<file path="src/core/pdmin_consts.vh">
`ifndef PDMIN_CONSTS_VH
`define PDMIN_CONSTS_VH

// control defaults after reset
`define PDMIN_EDGE_RST      1'b0
`define PDMIN_DIR_RST       1'b0
`define PDMIN_GATE_RST      1'b0
`define PDMIN_SRC_RST       1'b1
`define PDMIN_RATE_RST      2'h0
`define PDMIN_MAP_RST       1'b0

// oversampling rate codes
`define PDMIN_RATE_LOW      2'h0
`define PDMIN_RATE_HIGH     2'h1

// ratio to single speed sample rate
`define PDMIN_RATIO_LOW     8'h40
`define PDMIN_RATIO_HIGH    8'h80

// speed codes: single, double, quadruple
`define PDMIN_SPEED_SINGLE  2'h0
`define PDMIN_SPEED_DOUBLE  2'h1
`define PDMIN_SPEED_QUAD    2'h2

// timing of the generated clock
`define PDMIN_SYS_PERIOD_NS 100
`define PDMIN_GEN_HALF_NS   400

// decimated word layout
`define PDMIN_CNT_W         8
`define PDMIN_WORD_W        16

`endif

</file>
<file path="src/core/pdmin_port.v">
// Notes on behaviour
// - data pin is double rate: one channel per clock edge, two channels interleaved
// - clock pin is input when direction is 0 (default), output when 1
// - capture edge select 0 samples on rising edge (default), 1 on falling
// - output mode with gate 0 holds clock pin low; gate 1 runs it at rates 00 and 01, reserved rates hold it low
// - sample clock source 0 ties sampling clock to ground; 1 uses clock pin
// - rate 00 gives 64/32/16 times sample rate, 01 gives 128/64/32; rest reserved
// - output clock has 50% duty at the rate chosen
// - role map 0 feeds sensor path (default), 1 feeds playback path
// - sensor data decimated, aligned to sense samples, sent to serial audio out
// - single, double, quadruple speed mean 44.1/48, 88.2/96, 176.4/192 kHz
`include "pdmin_consts.vh"
`default_nettype none

module pdmin_port #(
  parameter CNT_W  = `PDMIN_CNT_W,
  parameter WORD_W = `PDMIN_WORD_W,
  parameter HALF_N = `PDMIN_GEN_HALF_NS / `PDMIN_SYS_PERIOD_NS
) (
  input  wire              clk,
  input  wire              rst_n,
  input  wire              oversample_clock_pin_i,
  output reg               oversample_clock_pin_o_q,
  output reg               oversample_clock_pin_oe_q,
  input  wire              oversample_data_pin,
  input  wire              capture_edge_sel,
  input  wire              clock_direction_sel,
  input  wire              master_clock_gate,
  input  wire              sample_clock_source,
  input  wire [1:0]        oversampling_rate_sel,
  input  wire              input_role_map,
  input  wire [1:0]        sample_speed_sel,
  input  wire              sense_sample_tick,
  output reg  [1:0]        play_bits_q,
  output reg               play_valid_q,
  output wire [WORD_W-1:0] serial_audio_out_data_q,
  output wire              serial_audio_out_valid_q,
  input  wire              serial_audio_out_ready,
  output reg  [CNT_W-1:0]  ratio_q
);

  localparam [7:0] HALF_CNT = HALF_N[7:0];

  ////////////////////////////////////////////////////////////////////////
  // reset release

  reg rst_s1_q;
  reg rst_s2_q;
  wire rst_i_n = rst_s2_q;

  always @(posedge clk or negedge rst_n)
  begin
    if (!rst_n)
    begin
      rst_s1_q <= 1'b0;
      rst_s2_q <= 1'b0;
    end
    else
    begin
      rst_s1_q <= 1'b1;
      rst_s2_q <= rst_s1_q;
    end
  end

  ////////////////////////////////////////////////////////////////////////
  // control fields

  reg       edge_q;
  reg       dir_q;
  reg       gate_q;
  reg       src_q;
  reg [1:0] rate_q;
  reg       map_q;

  always @(posedge clk or negedge rst_i_n)
  begin
    if (!rst_i_n)
    begin
      edge_q <= `PDMIN_EDGE_RST;
      dir_q  <= `PDMIN_DIR_RST;
      gate_q <= `PDMIN_GATE_RST;
      src_q  <= `PDMIN_SRC_RST;
      rate_q <= `PDMIN_RATE_RST;
      map_q  <= `PDMIN_MAP_RST;
    end
    else
    begin
      edge_q <= capture_edge_sel;
      dir_q  <= clock_direction_sel;
      gate_q <= master_clock_gate;
      src_q  <= sample_clock_source;
      rate_q <= oversampling_rate_sel;
      map_q  <= input_role_map;
    end
  end

  ////////////////////////////////////////////////////////////////////////
  // clock generator

  reg [7:0] div_q;
  reg       gen_clk_q;
  wire [7:0] half_len = (rate_q == `PDMIN_RATE_HIGH) ? (HALF_CNT >> 1) : HALF_CNT;
  wire       gen_run = dir_q & gate_q & (rate_q[1] == 1'b0);

  always @(posedge clk or negedge rst_i_n)
  begin
    if (!rst_i_n)
    begin
      div_q                     <= 8'h00;
      gen_clk_q                 <= 1'b0;
      oversample_clock_pin_o_q  <= 1'b0;
      oversample_clock_pin_oe_q <= 1'b0;
    end
    else
    begin
      oversample_clock_pin_oe_q <= dir_q;
      if (!gen_run)
      begin
        div_q     <= 8'h00;
        gen_clk_q <= 1'b0;
      end
      else if (div_q >= half_len - 8'h01)
      begin
        div_q     <= 8'h00;
        gen_clk_q <= ~gen_clk_q;
      end
      else
      begin
        div_q <= div_q + 8'h01;
      end
      oversample_clock_pin_o_q <= gen_clk_q;
    end
  end

  ////////////////////////////////////////////////////////////////////////
  // pin synchronisers

  reg ck_s1_q;
  reg ck_s2_q;
  reg dt_s1_q;
  reg dt_s2_q;

  always @(posedge clk or negedge rst_i_n)
  begin
    if (!rst_i_n)
    begin
      ck_s1_q <= 1'b0;
      ck_s2_q <= 1'b0;
      dt_s1_q <= 1'b0;
      dt_s2_q <= 1'b0;
    end
    else
    begin
      ck_s1_q <= oversample_clock_pin_i;
      ck_s2_q <= ck_s1_q;
      dt_s1_q <= oversample_data_pin;
      dt_s2_q <= dt_s1_q;
    end
  end

  ////////////////////////////////////////////////////////////////////////
  // edge finding on the selected sample clock
  // output mode samples the pin readback of the generated clock

  reg  ck_s3_q;
  wire smp_src = src_q & ck_s2_q;

  always @(posedge clk or negedge rst_i_n)
  begin
    if (!rst_i_n)
    begin
      ck_s3_q <= 1'b0;
    end
    else
    begin
      ck_s3_q <= smp_src;
    end
  end

  wire rise = smp_src & ~ck_s3_q;
  wire fall = ~smp_src & ck_s3_q;

  ////////////////////////////////////////////////////////////////////////
  // double rate capture

  reg  [1:0] pair_q;
  wire       first_edge  = edge_q ? fall : rise;
  wire       second_edge = edge_q ? rise : fall;

  always @(posedge clk or negedge rst_i_n)
  begin
    if (!rst_i_n)
    begin
      pair_q       <= 2'h0;
      play_bits_q  <= 2'h0;
      play_valid_q <= 1'b0;
    end
    else
    begin
      play_valid_q <= 1'b0;
      if (first_edge)
      begin
        pair_q[0] <= dt_s2_q;
      end
      if (second_edge)
      begin
        pair_q[1] <= dt_s2_q;
        if (map_q)
        begin
          play_bits_q  <= {dt_s2_q, pair_q[0]};
          play_valid_q <= 1'b1;
        end
      end
    end
  end

  ////////////////////////////////////////////////////////////////////////
  // sensor decimation

  reg  [WORD_W-1:0]  word_q;
  reg                word_vld_q;
  wire               buf_ready;
  wire [CNT_W-1:0]   base_ratio = (rate_q == `PDMIN_RATE_HIGH) ?
                                  `PDMIN_RATIO_HIGH : `PDMIN_RATIO_LOW;
  wire               sensor_on = ~map_q;
  wire [1:0]         cap = {sensor_on & second_edge, sensor_on & first_edge};
  wire [CNT_W-1:0]   bit_in = {{(CNT_W-1){1'b0}}, dt_s2_q};
  wire [2*CNT_W-1:0] acc_all;

  // one ones-counter per channel, saturating at the ratio
  genvar ch;
  generate
    for (ch = 0; ch < 2; ch = ch + 1)
    begin : g_acc
      reg [CNT_W-1:0] acc_q;

      always @(posedge clk or negedge rst_i_n)
      begin
        if (!rst_i_n)
        begin
          acc_q <= {CNT_W{1'b0}};
        end
        else if (sense_sample_tick)
        begin
          acc_q <= cap[ch] ? bit_in : {CNT_W{1'b0}};
        end
        else if (cap[ch] && (acc_q != ratio_q))
        begin
          acc_q <= acc_q + bit_in;
        end
      end

      assign acc_all[ch*CNT_W +: CNT_W] = acc_q;
    end
  endgenerate

  always @(posedge clk or negedge rst_i_n)
  begin
    if (!rst_i_n)
    begin
      ratio_q    <= `PDMIN_RATIO_LOW;
      word_q     <= {WORD_W{1'b0}};
      word_vld_q <= 1'b0;
    end
    else
    begin
      case (sample_speed_sel)
        `PDMIN_SPEED_DOUBLE: ratio_q <= base_ratio >> 1;
        `PDMIN_SPEED_QUAD:   ratio_q <= base_ratio >> 2;
        default:             ratio_q <= base_ratio;
      endcase
      if (word_vld_q && buf_ready)
      begin
        word_vld_q <= 1'b0;
      end
      if (sense_sample_tick)
      begin
        word_q     <= acc_all;
        word_vld_q <= sensor_on;
      end
    end
  end

  ////////////////////////////////////////////////////////////////////////
  // output buffer

  pdmin_buf #(
    .WIDTH (WORD_W),
    .DEPTH (2)
  ) u_buf (
    .clk         (clk),
    .rst_n       (rst_i_n),
    .in_data     (word_q),
    .in_valid    (word_vld_q),
    .in_ready    (buf_ready),
    .out_data_q  (serial_audio_out_data_q),
    .out_valid_q (serial_audio_out_valid_q),
    .out_ready   (serial_audio_out_ready)
  );

endmodule

`default_nettype wire

</file>
<file path="src/core/pdmin_buf.v">
`default_nettype none

module pdmin_buf #(
  parameter WIDTH = 16,
  parameter DEPTH = 2
) (
  input  wire             clk,
  input  wire             rst_n,
  input  wire [WIDTH-1:0] in_data,
  input  wire             in_valid,
  output wire             in_ready,
  output reg  [WIDTH-1:0] out_data_q,
  output reg              out_valid_q,
  input  wire             out_ready
);

  reg [WIDTH-1:0] mem_q [0:DEPTH-1];
  reg             wr_ptr_q;
  reg             rd_ptr_q;
  reg [1:0]       count_q;
  wire            push;
  wire            pop;
  wire            load;

  ////////////////////////////////////////////////////////////////////////
  // storage

  assign in_ready = (count_q != 2'h2);
  assign push     = in_valid & in_ready;
  assign load     = (count_q != 2'h0) & (~out_valid_q | out_ready);
  assign pop      = load;

  always @(posedge clk)
  begin
    if (push)
    begin
      mem_q[wr_ptr_q] <= in_data;
    end
  end

  always @(posedge clk or negedge rst_n)
  begin
    if (!rst_n)
    begin
      wr_ptr_q    <= 1'b0;
      rd_ptr_q    <= 1'b0;
      count_q     <= 2'h0;
      out_data_q  <= {WIDTH{1'b0}};
      out_valid_q <= 1'b0;
    end
    else
    begin
      if (push)
      begin
        wr_ptr_q <= ~wr_ptr_q;
      end
      if (pop)
      begin
        rd_ptr_q   <= ~rd_ptr_q;
        out_data_q <= mem_q[rd_ptr_q];
      end
      if (load)
      begin
        out_valid_q <= 1'b1;
      end
      else if (out_ready)
      begin
        out_valid_q <= 1'b0;
      end
      count_q <= count_q + {1'b0, push} - {1'b0, pop};
    end
  end

endmodule

`default_nettype wire

</file>
<file path="config.mk">
export PLATFORM = sky130hd
export DESIGN_NAME = pdmin_port
export DESIGN_NICKNAME = d
export VERILOG_FILES = /design/src/core/pdmin_port.v /design/src/core/pdmin_buf.v
export VERILOG_INCLUDE_DIRS = /design/src /design/src/core
export SDC_FILE = /design/constraint.sdc
export NUM_CORES = 1
export LEC_CHECK = 0
export BUFFER_PORTS_ARGS = -buffer_cell sky130_fd_sc_hd__buf_4
export CAP_MARGIN = 10
export CORE_AREA = 10 10 129 131
export DETAILED_ROUTE_END_ITERATION = 10
export DIE_AREA = 0 0 139 141
export PLACE_DENSITY = 0.56
export REMOVE_ABC_BUFFERS = 1
export SKIP_LAST_GASP = 1
export SLEW_MARGIN = 0
export SYNTH_ARGS = -nofsm -noshare
export SYNTH_HDL_FRONTEND = slang
export SYNTH_HIERARCHICAL = 1
export SYNTH_SLANG_ARGS = --single-unit
</file>
<file path="constraint.sdc">
create_clock -name clk -period 3.05 [get_ports clk]
set_input_delay 0.305 -clock clk [delete_from_list [all_inputs] [get_ports clk]]
set_output_delay 0.305 -clock clk [all_outputs]
set_load 0.02 [all_outputs]
</file>
==> impl_metrics.json, run 1 <==
{
  "avgSynthCellArea_um2": 14.90,
  "initial_core_util": 0.3420,
  "ant_nets": 0,
  "grt_usage": 0.09214,
  "dp_slack_ps": 928.3,
  "yosysWarnings": 6,
  "syn_area_um2": 4857,
  "regToRegEndpoint": "g_acc[0].acc_q[0]",
  "htree_levels": 4,
  "drc": 0,
  "finalClockSkew_ps": 11.66,
  "port_buffers": 40,
  "setup_viol": 0,
  "postSynth.asyncResetShare": 0.7311,
  "rrSetupSlack_ps": 930,
  "p_per_area_nw_per_um2": 837.8,
  "dp_cells": 546,
  "fin_cells": 588,
  "wl_um": 8476,
  "endpoint_kind": "flop",
  "slew-limit-headroom": 0.2655,
  "clk_pin_slew_worst_paths_ps": 50,
  "drtPass1Iterations": 4,
  "arrival_ps": 2410,
  "drive_above_1_share": 0.3243,
  "ys_seq_area_frac": 0.6466,
  "r2r_cells": 4,
  "synth-edff-count": 32,
  "cp-startpoint": "src_q",
  "cp.required_ps": 3340,
  "grt_pass1_vias": 2869,
  "start_kind": "flop",
  "cts_resized": 0,
  "fin_hold_ws_ps": 223.0,
  "dp_hpwl_um": 5519,
  "fp.dieH_um": 141,
  "status": "complete, no violations",
  "cts_buffers": 17,
  "fin_crit_sh": 0.6953,
  "maxSlewViolCount": 0,
  "crit_fanout": 15,
  "grt_pass1_wl_um": 14420,
  "reg2reg_from": "src_q",
  "power_leakage_nw": 2.626,
  "core_um2": 14200,
  "critPathKind": "flop to flop",
  "synthFlopType": "dfrtp_1",
  "rsz0062_at_grt": "no",
  "setup_slack_ps": 929.4,
  "hp-class": "input port to asynchronous set/reset pin",
  "cts_hold_buf": 10,
  "cts.sinks": 119,
  "grt_max_degree": 86,
  "antennaDiodeCount": 0,
  "ir_worst_vdd_mv": 0.3909,
  "clock_path_buffers": 2,
  "insertion_delay_ps": 410,
  "fmax_mhz": 471.6,
  "ioPinCount": 45,
  "rows": 44,
  "worst_pin_slew_ps": 1102,
  "synthCells": 326,
  "fin_crit_ps": 2121,
  "syn_to_final_growth_pct": 23.57,
  "gp_congestion": 0.8056,
  "cts_root_buf": "clkbuf_16",
  "wl_per_cell_um": 14.41,
  "initialDrtViolationCount": 145,
  "setup_tns_ps": 0,
  "die_x_um": 139,
  "die_area_um2": 19600,
  "final_hold_viol_count": 0,
  "antenna_found_initial": 0,
  "grt.overflow.total": 0,
  "ys_ff_latch": 119,
  "cts_tree": "done",
  "vias_per_cell": 4.626,
  "dr_total_vias": 2720,
  "synth_cell_types": 50,
  "drv_cap": 0,
  "post_cts_buffers": 0,
  "nets": 414
}
-- Yosys cell counts, types with 2 or more instances --
cell,number,area [um^2]
inv_1,12,45.04
dfstp_2,2,52.55
o311ai_0,2,17.52
a22oi_1,2,15.01
or4_1,5,37.54
nand2b_1,3,18.77
mux2_4,18,270.3
a21oi_1,9,45.04
or3_1,4,25.02
o41ai_1,4,35.03
o21ai_0,10,50.05
dfrtp_1,85,2127
mux2_2,35,394.1
buf_4,4,30.03
and3_1,2,12.51
edfxtp_1,32,960.9
and2_1,2,12.51
nor2b_1,4,25.02
o31ai_1,4,30.03
or2_2,2,12.51
nand3_1,10,50.05
conb_1,2,7.510
buf_6,2,22.52
ha_1,8,100.1
nand4_1,3,18.77
a211oi_1,2,15.01
nor4_1,3,18.77
xor2_1,7,61.31
nand2_1,8,30.03
clkbuf_1,4,15.01
xnor2_1,7,61.31
buf_2,2,10.01
nor2_1,10,37.54
-- state kept, by name, indices dropped and copies added, names as in the netlist, 2 cells and up --
signal and cells:
u_buf/mem_q 32, g_acc.acc_q 16, u_buf/out_data_q 16, word_q 16, div_q 8, ratio_q 4, play_bits_q 2, rate_q 2
u_buf/count_q 2
-- stage by stage --
step	util	area [um^2]	power (mW)
final	0.4226	6002	5.028
after detailed placement	0.3754	5331	3.202
after global routing	0.4226	6002	5.289
after floorplan	-	4790	2.816
after global placement	0.3754	5331	3.174
after CTS	0.4226	6002	5.127
-- layout make-up --
| class | count | area, um^2 |
|---|---|---|
| clock inverter | 3 | 40.04 |
| clock buffer | 29 | 530.5 |
| tap | 184 | 230.2 |
| fill | 1317 | 8202 |
| inverter | 12 | 45.04 |
| multi-input combinational | 190 | 1604 |
| timing repair buffer | 51 | 407.9 |
| sequential | 119 | 3144 |
-- worst max-delay path, cell delays in order (launching register included) --
cell and delay [ps]:
dfstp_2 540, a21boi_2 80, a22oi_1 810, a311oi_1 180, a221o_1 390
-- cells by family (layout without fill, tap and decap cells) --
| group | count (synthesis) | in the layout | share of synthesized area |
|---|---|---|---|
| XOR/XNOR | 14 | 14 | 0.02525 |
| AND/OR/NAND/NOR | 62 | 62 | 0.07522 |
| multiplexers | 53 | 53 | 0.1368 |
| other | 2 | 10 | 0.001546 |
| flip-flops | 119 | 119 | 0.6466 |
| adder cells (fa/ha/maj) | 8 | 8 | 0.02061 |
| buffers and inverters | 25 | 95 | 0.02936 |
| AO/OA/AOI/OAI | 43 | 43 | 0.06466 |
-- layer usage --
metal | share of wire | global-route usage
met3 | 0.036 | 0.03359
met1 | 0.47 | 0.1125
met2 | 0.47 | 0.1354
met5 | 0 | 0
met4 | 0.019 | 0.05766
-- worst max path at each step --
stage	endpoint	slack (ps)	cells after the start
3_5_place_dp	g_acc[0].acc_q[0]	930	4
4_1_cts	g_acc[0].acc_q[0]	940	4
6_report	g_acc[0].acc_q[0]	930	4
5_1_grt	g_acc[0].acc_q[0]	730	4
2_1_floorplan	ck_s1_q	450	0
3_3_place_gp	g_acc[0].acc_q[0]	1040	4
-- cell usage in the layout, fill, tap and decap left out, types with 2 or more instances in the layout --
cell           Yosys  routed
dfrtp_1           85      84
buf_4              4      41
mux2_2            35      35
edfxtp_1          32      32
mux2_4            18      18
clkbuf_16          0      17
inv_1             12      12
nor2_1            10      10
o21ai_0           10      10
nand3_1           10      10
conb_1             2      10
dlygate4sd3_1      0      10
a21oi_1            9       9
nand2_1            8       8
ha_1               8       8
xnor2_1            7       7
xor2_1             7       7
clkbuf_8           0       6
clkbuf_1           4       6
or4_1              5       5
nor2b_1            4       4
or3_1              4       4
o41ai_1            4       4
o31ai_1            4       4
nor4_1             3       3
nand4_1            3       3
nand2b_1           3       3
and2_1             2       2
a22oi_1            2       2
or2_2              2       2
o311ai_0           2       2
and3_1             2       2
a211oi_1           2       2
clkinv_2           0       2
dfstp_2            2       2
-- power breakdown --
group          total (mW)  switching, mW  leakage (nW)  internal (mW)
clock                1.88          0.633         0.282           1.25
sequential           2.09          0.200          1.41           1.89
combinational        1.05          0.466         0.937          0.587
total                5.03           1.30          2.63           3.73
Note: power is estimated with default switching activity, not from simulation.
==> run 2: changes to the inputs <==
Settings changed: PLACE_DENSITY 0.56 to 0.58.
Clock period 3.05 ns to 1.93 ns, I/O delays scaled along.
==> run 2 against run 1 <==
  * Cell area rose by 1.4%
  * Die area did not move
  * Combinational power is 73% higher
  * Clock power is 56% higher
  * Worst setup slack got worse by 740 ps
  * Critical path type unchanged
  * Largest cell class unchanged
  * Largest power group unchanged
==> impl_metrics.json, run 2 (synthesis results as in run 1) <==
{
  "status": "complete, no violations",
  "dr_total_vias": 2781,
  "rows": 44,
  "cp_cell_sequence": "and3b_1 > buf_4 > a22oi_2 > buf_4 > o311ai_0 > o41ai_1",
  "final_cell_mix": "84 x dfrtp_1, 49 x buf_4, 35 x mux2_2",
  "fp.dieH_um": 141,
  "clk_pin_slew_worst_paths_ps": 50,
  "initial_core_util": 0.3420,
  "fin_crit_sh": 0.9000,
  "wl_um": 8431,
  "setup_viol": 0,
  "grt_usage": 0.09255,
  "die_x_um": 139,
  "power_leakage_nw": 2.672,
  "core_um2": 14200,
  "grt_max_degree": 35,
  "antennaDiodeCount": 0,
  "die_area_um2": 19600,
  "cts_root_buf": "clkbuf_16",
  "finalClockSkew_ps": 7.155,
  "ioPinCount": 45,
  "cts_buffers": 17,
  "initialDrtViolationCount": 146,
  "grt_pass1_vias": 2960,
  "wl_per_cell_um": 14.12,
  "total_power_mw": 7.967,
  "maxSlewViolCount": 0,
  "final_hold_viol_count": 0,
  "cts.sinks": 119,
  "cpMostUsedCell": "buf_4",
  "drv_cap": 0,
  "setup_tns_ps": 0,
  "cp.required_ps": 2200,
  "crit_slowest_cell": "dfstp_2",
  "nets": 423,
  "cts_tree": "done",
  "htree_levels": 4,
  "antenna_found_initial": 0,
  "rrSetupSlack_ps": 190,
  "dp_hpwl_um": 5759,
  "vias_per_cell": 4.658,
  "max_stage_delay_ps": 550,
  "slew-limit-headroom": 0.6329,
  "drive_above_1_share": 0.3438,
  "endpoint_kind": "flop",
  "worst_pin_slew_ps": 550.7,
  "critPathKind": "flop to flop",
  "syn_to_final_growth_pct": 25.24,
  "rsz0062_at_grt": "no",
  "ant_nets": 0,
  "met1_length_um": 3907,
  "fin_hold_ws_ps": 111.1,
  "wl_met2_um": 3966,
  "clock_path_buffers": 2,
  "arrival_ps": 2000,
  "setup_slack_ps": 193.0,
  "fin_crit_ps": 1737,
  "start_kind": "flop",
  "met3WireLength_um": 422,
  "dp_slack_ps": 24.68,
  "top_register": "u_buf/mem_q",
  "ir_worst_vdd_mv": 0.6035,
  "gp_congestion": 0.7546,
  "drtPass1Iterations": 4,
  "insertion_delay_ps": 400,
  "drc": 0,
  "crit_fanout": 10,
  "hp-class": "input port to asynchronous set/reset pin",
  "maxUsedRoutingLayer": "met4",
  "fmax_mhz": 575.7,
  "port_buffers": 40,
  "grt.overflow.total": 0,
  "layout_commonest_cell": "dfrtp_1",
  "largest_register_ffs": 32,
  "p_per_area_nw_per_um2": 1310,
  "grt_pass1_wl_um": 14620
}
==> run 2: cell count changes in the layout (fill, tap and decap cells not counted) <==
cell	delta
buf_12	+1
clkbuf_8	-1
clkinv_2	+1
a22oi_2	+2
buf_4	+8
a22oi_1	-2
==> run 2: where the power goes <==
part           internal (mW)  switching (mW)  leakage (nW)
logic                  0.962           0.857         0.986
registers               2.99           0.209          1.41
clock network           1.93            1.01         0.278
total                   5.89            2.08          2.67
==> run 2: cell type report <==
type,count,area [um^2]
fill,1300,8120
sequential,119,3144
multi-input combinational,190,1614
clock buffer,28,516.7
timing repair buffer,60,488.0
tap,184,230.2
clock inverter,4,45.04
inverter,12,45.04
==> run 2: worst max-delay path, delay by kind of cell, from the launching register on <==
family,cells,cell delay (ps)
AO/OA/AOI/OAI,3,530
flip-flops,1,550
buffers and inverters,2,330
AND/OR/NAND/NOR,1,190
==> run 2: worst paths after layout <==
path,cells after the start,to,from
setup / recovery,6,g_acc[0].acc_q[6],src_q
hold / removal,2,rst_i_n,rst_n
max in group asynchronous,1,u_buf/out_data_q[14],rst_i_n
setup reg to reg,6,g_acc[0].acc_q[6],src_q
min in group clk,3,ratio_q[7],sample_speed_sel[1]
hold reg to reg,0,word_q[7],rst_i_n
==> run 2: what timing repair did <==
| action | 4_1_cts | 5_1_grt |
|---|---|---|
| setup endpoints to repair | 1 | 2 |
| resized for setup | 1 | 1 |
| hold buffers | 10 | 0 |
| endpoints found under the hold margin | 11 | 0 |
| setup buffers | 0 | 0 |
==> run 2: metrics by stage <==
step	instance area [um^2]	utilization	instances
CTS	6078	0.4279	597
floorplan	4790	-	321
global placement	5411	0.3810	555
detailed placement	5411	0.3810	555
global route	6083	0.4283	597
finish	6083	0.4283	597
==> run 2: layer usage <==
metal  track usage  up-vias
met5             0        -
met4       0.04393        0
met3       0.03897        9
met2        0.1436       62
met1        0.1087     1376
li1              -     1334
==> run 3: changes to the inputs <==
Settings changed: CORE_AREA 10 10 129 131 to 10 10 107 109, DIE_AREA 0 0 139 141 to 0 0 117 119, PLACE_DENSITY 0.58 to 0.79.
==> run 3 against run 2 <==
  * Count of clock-buffer cells in the layout is 7 lower
  * Worst hold slack got worse by 56 ps
  * Wire length up 2.7%
  * Final cell count is 12% lower
  * Sequential power is essentially flat
  * Worst setup slack got worse by 62 ps
  * Critical endpoint is now g_acc[1].acc_q[5]
==> impl_metrics.json, run 3 (synthesis results as in run 1) <==
{
  "status": "complete, no violations",
  "rows": 36,
  "rrSetupSlack_ps": 130,
  "grt_max_degree": 45,
  "drtPass1Iterations": 4,
  "vias_per_cell": 5.445,
  "p_per_area_nw_per_um2": 1328,
  "fin_crit_sh": 0.9320,
  "clk_pin_slew_worst_paths_ps": 50,
  "power_leakage_nw": 2.679,
  "holdPathStages": 3,
  "maxSlewViolCount": 0,
  "worst_pin_slew_ps": 585.1,
  "dp_cells": 486,
  "top_register": "u_buf/mem_q",
  "antenna_found_initial": 0,
  "setup_viol": 0,
  "drv_cap": 0,
  "fmax_mhz": 555.9,
  "crit_fanout": 15,
  "dp_slack_ps": 95.05,
  "port_buffers": 40,
  "wl_per_cell_um": 16.40,
  "path_delay_family": "simple AND/OR/NAND/NOR gates",
  "finalClockSkew_ps": 5.619,
  "hold_end": "ratio_q[7]",
  "max_stage_delay_ps": 540,
  "grt_pass1_wl_um": 14500,
  "post_cts_buffers": 0,
  "grt.overflow.total": 0,
  "final_cell_mix": "84 x dfrtp_1, 49 x buf_4, 35 x mux2_2",
  "nets": 425,
  "ant_nets": 0,
  "syn_to_final_growth_pct": 23.91,
  "cp.buffers_inverters": 1,
  "hp-class": "input port to flop",
  "dp_hpwl_um": 5693,
  "multi_input_area_um2": 1609,
  "endpoint_kind": "flop",
  "regToRegEndpoint": "g_acc[1].acc_q[5]",
  "start_kind": "flop",
  "design_area_um2": 6018,
  "htree_levels": 4,
  "drc": 0,
  "ioPinCount": 45,
  "cts_buffers": 17,
  "layout_commonest_cell": "dfrtp_1",
  "fin_cells": 528,
  "crit_slowest_cell": "dfstp_2",
  "reg2reg_from": "src_q",
  "hp-start": "sample_speed_sel[1]",
  "slew-limit-headroom": 0.6099,
  "die_area_um2": 13920,
  "largest_register_ffs": 32,
  "cp.required_ps": 2360,
  "clock_path_buffers": 2,
  "fp.dieH_um": 119,
  "cp-startpoint": "src_q",
  "grt_pass1_vias": 2956,
  "cp_cell_sequence": "and3b_1 > a22oi_1 > buf_12 > or4_1 > a21oi_1",
  "die_x_um": 117,
  "wl_um": 8658,
  "cts_tree": "done",
  "antennaDiodeCount": 0,
  "insertion_delay_ps": 510,
  "setup_slack_ps": 131.2,
  "fin_crit_ps": 1799,
  "dr_total_vias": 2875,
  "fill_cells": 688,
  "ir_worst_vdd_mv": 0.5748,
  "drive_above_1_share": 0.3454,
  "initialDrtViolationCount": 154,
  "cts_root_buf": "clkbuf_8",
  "cts.sinks": 119,
  "core_um2": 9459,
  "r2r_cells": 5,
  "placed_area_um2": 5344,
  "critPathKind": "flop to flop",
  "grt_usage": 0.1327,
  "rsz0062_at_grt": "no",
  "register_area_um2": 3144,
  "final_hold_viol_count": 0,
  "gp_congestion": 0.8521,
  "initial_core_util": 0.5135,
  "arrival_ps": 2230
}
-- run 3: cell count changes in the layout (fill, tap and decap cells not counted), sizes merged --
cell | previous run | this run
dlygate4sd3 | 10 | 11
clkinvlp | 0 | 2
bufinv | 1 | 3
buf | 50 | 51
clkinv | 3 | 5
clkbuf | 28 | 21
-- run 3: stage by stage --
stage	utilization	TNS (ps)	hold WS, ps	power, mW
after floorplan	-	-55690	-102.6	4.451
after global placement	0.5649	0	-24.35	5.016
after detailed placement	0.5649	0	-22.98	5.080
after CTS	0.6357	0	36.72	8.088
after global routing	0.6362	0	95.60	8.366
final	0.6362	0	55.25	7.992
-- run 3: how the worst max path moves through the flow --
stage / to / cells past startpoint
2_1_floorplan: ck_s1_q / 0
3_3_place_gp: g_acc[0].acc_q[0] / 6
3_5_place_dp: g_acc[0].acc_q[0] / 5
4_1_cts: g_acc[0].acc_q[0] / 5
5_1_grt: g_acc[1].acc_q[5] / 5
6_report: g_acc[1].acc_q[5] / 5
-- run 3: routing by layer --
layer  global-route usage  routed length, um  vias to the layer above
li1                     -                  -                     1335
met1               0.1533               3505                     1439
met2               0.2167               4512                       78
met3              0.04618                472                       23
met4              0.05951                168                        0
met5                    0                  0                        -
-- run 3: layout make-up --
type | count | share of cell area
clock buffers | 21 | 0.07131
clock inverters | 10 | 0.02162
inverters | 12 | 0.007484
well taps | 114 | 0.02370
repair buffers | 62 | 0.08607
multi-input cells | 190 | 0.2674
flip-flops and latches | 119 | 0.5225
-- run 3: tightest hold or removal path, delay by kind of cell --
kind | cells | cell delay, ps
fa+ha+maj | 1 | 130
buf+inv | 1 | 80
simple gates | 1 | 120
-- run 3: power breakdown --
group,internal [mW],switching [mW]
Sequential,2.99,0.219
Combinational,0.967,0.847
Clock,1.94,1.02
-- run 3: what timing repair did --
item,CTS,global route
hold buffers,11,0
setup endpoints to repair,0,1
gates resized for setup,0,1
hold endpoints to repair,11,0
